[config.mk]
export PLATFORM = sky130hd
export DESIGN_NAME = gpt_edge_timer
export DESIGN_NICKNAME = d
export VERILOG_FILES = /design/src/gpt_edge_timer.v
export VERILOG_INCLUDE_DIRS = /design/src
export SDC_FILE = /design/constraint.sdc
export NUM_CORES = 1
export LEC_CHECK = 0
export ABC_AREA = 1
export BUFFER_PORTS_ARGS = -buffer_cell sky130_fd_sc_hd__buf_2
export CORE_ASPECT_RATIO = 0.5
export CORE_MARGIN = 2
export CORE_UTILIZATION = 47
export CTS_CLUSTER_DIAMETER = 80
export DETAILED_ROUTE_END_ITERATION = 6
export PLACE_DENSITY = 0.68
export SETUP_SLACK_MARGIN = 0.15
export SYNTH_ARGS = -nofsm -noshare
export SYNTH_HDL_FRONTEND = slang
export SYNTH_SLANG_ARGS = --single-unit
[constraint.sdc]
create_clock -name pclk -period 16.96 [get_ports pclk]
set_clock_uncertainty 0.2 [all_clocks]
set_input_delay 1.696 -clock pclk [delete_from_list [all_inputs] [get_ports pclk]]
set_output_delay 1.696 -clock pclk [all_outputs]
set_load 0.02 [all_outputs]
[src/gpt_consts.vh]
// Register map, field positions, reset values and modes of the edge-mode timer
// Summary of operation
// - Edge modes: events decrement until match, interrupt
// - Flawed silicon: no reload after edge match
// - Flawed silicon: disabling edge-count half drops one
// - Flawed joined mode matches lower sixteen bits only
// - Flawed edge-time rollover raises spurious DMA request
// - Flawed: match/prescale write steps an enabled edge-count or up-counting clock-mode counter once
// - Flawed revision: timer A edge modes lack DMA
`ifndef GPT_CONSTS_VH
`define GPT_CONSTS_VH

// Register byte offsets
`define GPT_OFS_CFG     8'h00
`define GPT_OFS_MODE    8'h04
`define GPT_OFS_CTL     8'h08
`define GPT_OFS_LOAD_A  8'h0c
`define GPT_OFS_LOAD_B  8'h10
`define GPT_OFS_MATCH_A 8'h14
`define GPT_OFS_MATCH_B 8'h18
`define GPT_OFS_PRE_A   8'h1c
`define GPT_OFS_PRE_B   8'h20
`define GPT_OFS_CNT_A   8'h24
`define GPT_OFS_CNT_B   8'h28
`define GPT_OFS_CAP_A   8'h2c
`define GPT_OFS_CAP_B   8'h30
`define GPT_OFS_ISTS    8'h34
`define GPT_OFS_IMASK   8'h38

// Configuration fields
`define GPT_CFG_JOIN    0
`define GPT_CFG_FLAWED  1
`define GPT_CFG_NODMAA  2
`define GPT_CFG_RST     3'h2

// Control fields
`define GPT_CTL_EN_A    0
`define GPT_CTL_DMA_A   1
`define GPT_CTL_EN_B    8
`define GPT_CTL_DMA_B   9

// Half modes
`define GPT_M_ECNT      2'h0
`define GPT_M_ETIME     2'h1
`define GPT_M_RTC       2'h2
`define GPT_M_PER       2'h3

// Status bits
`define GPT_IS_MATCH_A  0
`define GPT_IS_MATCH_B  1
`define GPT_IS_CAP_A    2
`define GPT_IS_CAP_B    3

`endif

[src/gpt_edge_timer.v]
// Two-half edge count / edge time timer with APB registers, IRQ and DMA
`timescale 1ns/10ps
`include "gpt_consts.vh"

module gpt_edge_timer #(
	parameter PRE_W = 8
) (
	pclk,
	presetn,
	ce,
	psel,
	penable,
	pwrite,
	paddr,
	pwdata,
	prdata,
	pready,
	pslverr,
	capture_compare_pin_a,
	capture_compare_pin_b,
	dma_req_a,
	dma_req_b,
	irq
);
	input  wire        pclk;                  // System clock
	input  wire        presetn;               // Async reset, low
	input  wire        ce;                    // Clock enable
	input  wire        psel;                  // APB select
	input  wire        penable;               // APB access phase
	input  wire        pwrite;                // APB direction
	input  wire [7:0]  paddr;                 // APB byte address
	input  wire [31:0] pwdata;                // APB write data
	output wire [31:0] prdata;                // APB read data
	output wire        pready;                // APB ready
	output wire        pslverr;               // APB error
	input  wire        capture_compare_pin_a; // Event input, half A
	input  wire        capture_compare_pin_b; // Event input, half B
	output wire        dma_req_a;             // DMA pulse, half A
	output wire        dma_req_b;             // DMA pulse, half B
	output wire        irq;                   // Level interrupt

	////////////////////////////////////////////////////////////////////////
	// Helpers

	// Step a count one place in its direction, kept within width
	function [31:0] f_step;
		input [31:0] v;
		input        up;
		input [31:0] msk;
		begin
			f_step = (up ? v + 32'h1 : v - 32'h1) & msk;
		end
	endfunction

	// Modes driven by capture pin events
	function f_edge;
		input [1:0] m;
		begin
			f_edge = (m == `GPT_M_ECNT) || (m == `GPT_M_ETIME);
		end
	endfunction

	////////////////////////////////////////////////////////////////////////
	// State

	reg  [2:0]       cfg_ff;        // Join, flawed, no A DMA
	reg  [3:0]       mode_ff;       // B mode [3:2], A mode [1:0]
	reg  [3:0]       ctl_ff;        // dma_b, en_b, dma_a, en_a
	reg  [15:0]      load_a_ff;     // Interval load, half A
	reg  [15:0]      load_b_ff;     // Interval load, half B
	reg  [15:0]      match_a_ff;    // Match value, half A
	reg  [15:0]      match_b_ff;    // Match value, half B
	reg  [PRE_W-1:0] pre_a_ff;      // Prescale, half A
	reg  [PRE_W-1:0] pre_b_ff;      // Prescale, half B
	reg  [PRE_W-1:0] pc_a_ff;       // Prescale counter, half A
	reg  [PRE_W-1:0] pc_b_ff;       // Prescale counter, half B
	reg  [15:0]      cnt_a_ff;      // Counter, half A
	reg  [15:0]      cnt_b_ff;      // Counter, half B
	reg  [15:0]      stamp_a_ff;    // Free time base, half A
	reg  [15:0]      stamp_b_ff;    // Free time base, half B
	reg  [15:0]      cap_a_ff;      // Captured time, half A
	reg  [15:0]      cap_b_ff;      // Captured time, half B
	reg  [1:0]       pin_ff;        // Previous pin levels
	reg  [3:0]       ists_ff;       // Sticky status
	reg  [3:0]       imask_ff;      // Interrupt mask
	reg              dma_a_ff;      // DMA pulse A
	reg              dma_b_ff;      // DMA pulse B
	reg  [31:0]      prdata_ff;     // Read data
	reg              ok_ff;         // Read data prepared

	////////////////////////////////////////////////////////////////////////
	// Bus decode

	wire        wr      = psel & penable & pwrite & pready;
	wire        joined  = cfg_ff[`GPT_CFG_JOIN];
	wire        flawed  = cfg_ff[`GPT_CFG_FLAWED];
	wire [1:0]  mode_a  = mode_ff[1:0];
	wire [1:0]  mode_b  = mode_ff[3:2];
	wire        en_a    = ctl_ff[0];
	wire        en_b    = ctl_ff[2] & ~joined;
	wire        wr_ctl  = wr & (paddr == `GPT_OFS_CTL);
	wire        wr_ld_a = wr & (paddr == `GPT_OFS_LOAD_A);
	wire        wr_ld_b = wr & (paddr == `GPT_OFS_LOAD_B);
	wire        wr_mp_a = wr & ((paddr == `GPT_OFS_MATCH_A) | (paddr == `GPT_OFS_PRE_A));
	wire        wr_mp_b = wr & ((paddr == `GPT_OFS_MATCH_B) | (paddr == `GPT_OFS_PRE_B));
	wire [3:0]  ctl_wv  = {pwdata[`GPT_CTL_DMA_B], pwdata[`GPT_CTL_EN_B],
		pwdata[`GPT_CTL_DMA_A], pwdata[`GPT_CTL_EN_A]};
	reg  [31:0] rd_mux;             // Read selection
	reg         hit_map;            // Address is mapped

	// Read multiplexer, unmapped reads zero with error
	always @* begin
		hit_map = 1'b1;
		case (paddr)
			`GPT_OFS_CFG:     rd_mux = {29'h0, cfg_ff};
			`GPT_OFS_MODE:    rd_mux = {28'h0, mode_ff};
			`GPT_OFS_CTL:     rd_mux = {22'h0, ctl_ff[3:2], 6'h0, ctl_ff[1:0]};
			`GPT_OFS_LOAD_A:  rd_mux = {16'h0, load_a_ff};
			`GPT_OFS_LOAD_B:  rd_mux = {16'h0, load_b_ff};
			`GPT_OFS_MATCH_A: rd_mux = {16'h0, match_a_ff};
			`GPT_OFS_MATCH_B: rd_mux = {16'h0, match_b_ff};
			`GPT_OFS_PRE_A:   rd_mux = {{(32-PRE_W){1'b0}}, pre_a_ff};
			`GPT_OFS_PRE_B:   rd_mux = {{(32-PRE_W){1'b0}}, pre_b_ff};
			`GPT_OFS_CNT_A:   rd_mux = joined ? {cnt_b_ff, cnt_a_ff} : {16'h0, cnt_a_ff};
			`GPT_OFS_CNT_B:   rd_mux = {16'h0, cnt_b_ff};
			`GPT_OFS_CAP_A:   rd_mux = {16'h0, cap_a_ff};
			`GPT_OFS_CAP_B:   rd_mux = {16'h0, cap_b_ff};
			`GPT_OFS_ISTS:    rd_mux = {28'h0, ists_ff};
			`GPT_OFS_IMASK:   rd_mux = {28'h0, imask_ff};
			default: begin
				rd_mux  = 32'h0;
				hit_map = 1'b0;
			end
		endcase
	end

	// Zero wait states once read data is latched
	assign pready  = ce & ok_ff;
	assign pslverr = psel & penable & pready & ~hit_map;
	assign prdata  = prdata_ff;

	////////////////////////////////////////////////////////////////////////
	// Counter next state

	wire        ev_a   = capture_compare_pin_a & ~pin_ff[0];  // Rising edges
	wire        ev_b   = capture_compare_pin_b & ~pin_ff[1];
	wire [31:0] msk_a  = joined ? 32'hffffffff : 32'h0000ffff;
	wire [31:0] msk_b  = 32'h0000ffff;
	wire [31:0] cur_a  = {joined ? cnt_b_ff : 16'h0, cnt_a_ff};
	wire [31:0] ld_a   = {joined ? load_b_ff : 16'h0, load_a_ff};
	wire [31:0] mt_a   = {joined ? match_b_ff : 16'h0, match_a_ff};
	wire [31:0] cur_b  = {16'h0, cnt_b_ff};
	wire        up_a   = mode_a == `GPT_M_RTC;
	wire        up_b   = mode_b == `GPT_M_RTC;
	wire        tk_a   = en_a & (f_edge(mode_a) ? ev_a : (pc_a_ff == {PRE_W{1'b0}}));
	wire        tk_b   = en_b & (f_edge(mode_b) ? ev_b : (pc_b_ff == {PRE_W{1'b0}}));
	wire [31:0] st_a   = f_step(cur_a, up_a, msk_a);
	wire [31:0] st_b   = f_step(cur_b, up_b, msk_b);
	wire        per_a  = mode_a == `GPT_M_PER;
	wire        per_b  = mode_b == `GPT_M_PER;
	wire        eq_a   = (joined & flawed) ? (st_a[15:0] == mt_a[15:0]) : (st_a == mt_a);
	wire        hit_a  = tk_a & (per_a ? (cur_a == 32'h0) : eq_a);
	wire        hit_b  = tk_b & (per_b ? (cur_b == 32'h0) : (st_b == {16'h0, match_b_ff}));
	reg  [31:0] nxt_a;              // Next count A (or joined)
	reg  [31:0] nxt_b;              // Next count B

	// Count, reload and flawed-silicon side effects
	always @* begin
		nxt_a = cur_a;
		nxt_b = cur_b;
		// Half A / joined counter
		if (wr_ld_a) begin
			nxt_a = {joined ? load_b_ff : 16'h0, pwdata[15:0]};
		end else if (tk_a) begin
			if (per_a & hit_a) begin
				nxt_a = ld_a;
			end else if (f_edge(mode_a) & hit_a) begin
				nxt_a = flawed ? st_a : ld_a;
			end else begin
				nxt_a = st_a;
			end
		end
		if (flawed & en_a & wr_mp_a & (mode_a == `GPT_M_ECNT | up_a)) begin
			nxt_a = f_step(nxt_a, up_a, msk_a);
		end
		if (flawed & ~joined & (mode_a == `GPT_M_ECNT) & en_a & wr_ctl & ~ctl_wv[0]) begin
			nxt_a = f_step(nxt_a, 1'b0, msk_a);
		end
		// Half B counter
		if (wr_ld_b) begin
			nxt_b = {16'h0, pwdata[15:0]};
		end else if (tk_b) begin
			if (hit_b & (per_b | f_edge(mode_b))) begin
				nxt_b = (flawed & ~per_b) ? st_b : {16'h0, load_b_ff};
			end else begin
				nxt_b = st_b;
			end
		end
		if (flawed & en_b & wr_mp_b & (mode_b == `GPT_M_ECNT | up_b)) begin
			nxt_b = f_step(nxt_b, up_b, msk_b);
		end
		if (flawed & (mode_b == `GPT_M_ECNT) & en_b & wr_ctl & ~ctl_wv[2]) begin
			nxt_b = f_step(nxt_b, 1'b0, msk_b);
		end
	end

	////////////////////////////////////////////////////////////////////////
	// Events

	wire et_a    = en_a & (mode_a == `GPT_M_ETIME);
	wire et_b    = en_b & (mode_b == `GPT_M_ETIME);
	wire roll_a  = et_a & (stamp_a_ff == 16'h0);          // Time base wraps
	wire roll_b  = et_b & (stamp_b_ff == 16'h0);
	wire nodma_a = flawed & cfg_ff[`GPT_CFG_NODMAA] & f_edge(mode_a);
	wire nxt_dma_a = ctl_ff[1] & ~nodma_a & (hit_a | (flawed & roll_a));
	wire nxt_dma_b = ctl_ff[3] & ~joined & (hit_b | (flawed & roll_b));
	wire [3:0] ev_set = {et_b & ev_b, et_a & ev_a, hit_b, hit_a};
	wire [3:0] ev_clr = (wr & (paddr == `GPT_OFS_ISTS)) ? pwdata[3:0] : 4'h0;

	assign dma_req_a = dma_a_ff;
	assign dma_req_b = dma_b_ff;
	assign irq       = |(ists_ff & imask_ff);

	////////////////////////////////////////////////////////////////////////
	// Registers

	// All state, frozen while ce is low
	always @(posedge pclk or negedge presetn) begin
		if (!presetn) begin
			cfg_ff     <= `GPT_CFG_RST;
			mode_ff    <= 4'h0;
			ctl_ff     <= 4'h0;
			load_a_ff  <= 16'hffff;
			load_b_ff  <= 16'hffff;
			match_a_ff <= 16'h0;
			match_b_ff <= 16'h0;
			pre_a_ff   <= {PRE_W{1'b0}};
			pre_b_ff   <= {PRE_W{1'b0}};
			pc_a_ff    <= {PRE_W{1'b0}};
			pc_b_ff    <= {PRE_W{1'b0}};
			cnt_a_ff   <= 16'hffff;
			cnt_b_ff   <= 16'hffff;
			stamp_a_ff <= 16'hffff;
			stamp_b_ff <= 16'hffff;
			cap_a_ff   <= 16'h0;
			cap_b_ff   <= 16'h0;
			pin_ff     <= 2'h0;
			ists_ff    <= 4'h0;
			imask_ff   <= 4'h0;
			dma_a_ff   <= 1'b0;
			dma_b_ff   <= 1'b0;
			prdata_ff  <= 32'h0;
			ok_ff      <= 1'b0;
		end else if (ce) begin
			// Bus handshake and read capture
			ok_ff <= psel & ~(penable & pready);
			if (psel & ~penable) begin
				prdata_ff <= rd_mux;
			end
			// Register writes
			if (wr) begin
				case (paddr)
					`GPT_OFS_CFG:     cfg_ff     <= pwdata[2:0];
					`GPT_OFS_MODE:    mode_ff    <= pwdata[3:0];
					`GPT_OFS_CTL:     ctl_ff     <= ctl_wv;
					`GPT_OFS_LOAD_A:  load_a_ff  <= pwdata[15:0];
					`GPT_OFS_LOAD_B:  load_b_ff  <= pwdata[15:0];
					`GPT_OFS_MATCH_A: match_a_ff <= pwdata[15:0];
					`GPT_OFS_MATCH_B: match_b_ff <= pwdata[15:0];
					`GPT_OFS_PRE_A:   pre_a_ff   <= pwdata[PRE_W-1:0];
					`GPT_OFS_PRE_B:   pre_b_ff   <= pwdata[PRE_W-1:0];
					`GPT_OFS_IMASK:   imask_ff   <= pwdata[3:0];
					default: begin
					end
				endcase
			end
			// Prescalers for the clocked modes
			if (en_a & ~f_edge(mode_a)) begin
				pc_a_ff <= (pc_a_ff == {PRE_W{1'b0}}) ? pre_a_ff : pc_a_ff - 1'b1;
			end
			if (en_b & ~f_edge(mode_b)) begin
				pc_b_ff <= (pc_b_ff == {PRE_W{1'b0}}) ? pre_b_ff : pc_b_ff - 1'b1;
			end
			// Counters; joined mode carries A's upper half in B
			cnt_a_ff <= nxt_a[15:0];
			cnt_b_ff <= joined ? nxt_a[31:16] : nxt_b[15:0];
			// Edge time base and captures
			if (et_a) begin
				stamp_a_ff <= stamp_a_ff - 16'h1;
			end
			if (et_b) begin
				stamp_b_ff <= stamp_b_ff - 16'h1;
			end
			if (et_a & ev_a) begin
				cap_a_ff <= stamp_a_ff;
			end
			if (et_b & ev_b) begin
				cap_b_ff <= stamp_b_ff;
			end
			pin_ff <= {capture_compare_pin_b, capture_compare_pin_a};
			// Sticky status, a new event beats its clear
			ists_ff  <= (ists_ff & ~ev_clr) | ev_set;
			dma_a_ff <= nxt_dma_a;
			dma_b_ff <= nxt_dma_b;
		end
	end

endmodule
==> results.md <==
* Total Power at 2.14 mW
* I/O Buffers at just under 70
* CTS tree: yes
* Largest family of logic cells by synthesized area: simple AND/OR/NAND/NOR gates
* Yosys top cell by area: dfrtp_1
* Area share of the leading cell type in the synthesized netlist at 18.4%
* DRT Wirelength at just over 80 mm
* Post-DR wirelength/cell at 21.5 um
* Vias in the first global route at 19,751
* Crit Path Max Fanout at 65
* Commonest non-fill, non-tap cell in the layout: nand2_1
* Xor/xnor share of the synthesized area at a little over 4%
* Peak supply drop at 79.2 uV
* First-pass GRT wire length at 121 mm
* Initial core utilization at 47.4%
* Tmin final at 9450 ps
* CTS buffer count at 26
* Synth Area in Compound Gates at 18.5%
* ANT nets after route at 0
* Area Growth Syn to Fin at 8.76%
* Synth unique cells at 64
* Adder-Cell Fraction of Synth Area at 6.11%
* Number of cell rows at 54
* Detailed placer's ending HPWL at 63.2 mm
* Setup crit start kind: flop
* Later-pin clock latency in the skew report at 590 ps
* Nets at 3,290
* RSZ-0062 raised after global routing: false
* Slew Limit Fails at 0
* Total track usage at 34.8%
* Async SR Flop Fraction at 100%
* Final period util at between 50% and 60%
* Status: complete, no violations
* Largest net degree at the start of global routing at 100
* Clock slew at reported path FFs at 70 ps
* Share of cells above drive strength 1 at 8.91%
* F_max at 106 MHz
* Syn Nets at 3,255
* Fin. Hold Viols at 0
* Simple-gate share of the synthesized area at a little under a third
* GRT overflow at 0
* Sequential area share after synthesis at between 30% and 40%
* Power Density at 95.9 nW/um^2
* Antenna violations before repair at 1
* Crit-path slowest cell: ha_1
* Number of synthesized flops with an enable pin at 0
* Critical path's top delay family: simple AND/OR/NAND/NOR gates
* Post-CTS Hold Buffers at 0
* R2r setup slk at 7510 ps
* Gp weighted congestion at 1.01
* Die height at ~150 um
* # resized after CTS at 0
* Worst Setup End Kind: flop
* Top post-synthesis cells by area: dfrtp_1, nand2_1, dfstp_2
* Final cell count without fillers at ~3,800
* Clk root buf: clkbuf_16
* CTS Sinks at 248
* Via count at 21,767
* Mux cell area share after synthesis at 0.110%
* CP dominant cell by count: nand2_1
* DRT iter0 DRCs at approximately 2,700
* Slew headroom at 17.6%
* H-tree levels at 1
* YS warnings at 0
* Min-delay worst type: flop to flop
* Clk buf depth at 3
* Fin util at 51.6%
* Cells after DPL at between 3,000 and 4,000
* Setup Viol. Count Final at 0
* First-pass DRT Iterations at 7
* Post-synthesis cell area at 20,600 um^2
* Gate Count Post-Synth at a little over 3,000
* Required @ worst endpoint at 17,270 ps
* Final setup TNS at 0 ps
* FF+latch count, synth at between 200 and 250
* Worst stage delay on the critical path at 620 ps
* Die Width at 300 um
* Maximum capacitance violations at 0
* Slew @ Worst Pin at 1230 ps
* # IOs at between 80 and 90
* Commonest cells after routing, fill and taps aside: nand2_1, inv_1, o21ai_0, nor2_1, nand3_1
* DRC errors left at 0
* Mapped Avg Cell Area at between 6 and 7 um^2
* Total die area at roughly 46,000 um^2
* WP data arrival at just under 10,000 ps
* Vias per inst at 5.80
* Core box area at approximately 43,000 um^2
* Ys flop type: dfrtp_1
* CP bufs+invs at 4
* Lkg Pwr at 11.2 nW
* Post-CTS setup buffers at 0
* Setup Crit Path Kind: flop to flop
## cell usage after synthesis (7+ instances only)
cell type and count:
a21boi_0 8, nand2_2 9, o211ai_1 20, clkbuf_1 65, a21o_1 7, buf_2 7
nand4_1 59, o2111ai_1 9, nor2_1 246, a221oi_1 19, o21a_1 8, a22oi_1 9
a21oi_1 171, xnor2_1 19, o22ai_1 38, nor3_1 43, nand2_1 797, dfstp_2 97
nand3b_1 9, or2_2 9, o21bai_1 7, ha_1 94, a31oi_1 23, o21ai_0 316
dfrtp_1 151, nor4_1 28, buf_1 8, clkinv_1 9, xor2_1 68, nand3_1 218
inv_1 446, o21ai_1 17
## flip-flops by register name, indices dropped and copies added (netlist names), 16 cells and up
name	flops
prdata	32
cap_a_ff	16
cap_b_ff	16
cnt_a_ff	16
cnt_b_ff	16
load_a_ff	16
load_b_ff	16
match_a_ff	16
match_b_ff	16
stamp_a_ff	16
stamp_b_ff	16
## report_power, final
| part | internal, mW | switching (mW) |
|---|---|---|
| Combinational | 0.268 | 0.572 |
| Sequential | 0.636 | 0.0633 |
| Clock | 0.331 | 0.273 |
| Total | 1.24 | 0.908 |
## routing by layer
metal | vias to the layer above | share of wire, % | global-route usage (%)
met3 | 137 | 11 | 9.58
met2 | 999 | 41 | 50.1
li1 | 10386 | - | -
met1 | 10243 | 45 | 50.9
met5 | - | 0.021 | 0
met4 | 2 | 3.0 | 9.50
## stage by stage
step | hold slack, ps | cell area (um^2) | worst slack (ps)
CTS | 278 | 22400 | 7820
finish | 275 | 22400 | 7510
global route | 294 | 22400 | 6660
global placement | 255 | 21500 | 7920
floorplan | 242 | 20600 | 10160
detailed placement | 263 | 21500 | 7860
## cells by family after synthesis
group                    count (synthesis)
buffers and inverters                  544
adder cells (fa/ha/maj)                 98
AND/OR/NAND/NOR                       1448
XOR/XNOR                                91
flip-flops                             248
multiplexers                             2
AO/OA/AOI/OAI                          678
## final timing paths
check	from	to	cells past startpoint
max	mode_ff[0]	cnt_b_ff[12]	47
min	prdata[3]	prdata[3]	1
max reg2reg	mode_ff[0]	cnt_b_ff[12]	47
min reg2reg	prdata[3]	prdata[3]	1
max in group asynchronous	presetn	prdata[16]	2
min in group asynchronous	presetn	pc_a_ff[2]	1
## area by class of cell
type                       instances  area (um^2)
sequential                       248         6330
clock inverter                    12          153
timing repair buffer              92          531
multi-input combinational       2317        12200
inverter                         459         1720
antenna                            2         5.00
clock buffer                      36          718
tap                              588          736
fill                            4469        21000
No activity file was read; power rests on OpenSTA's default activity.
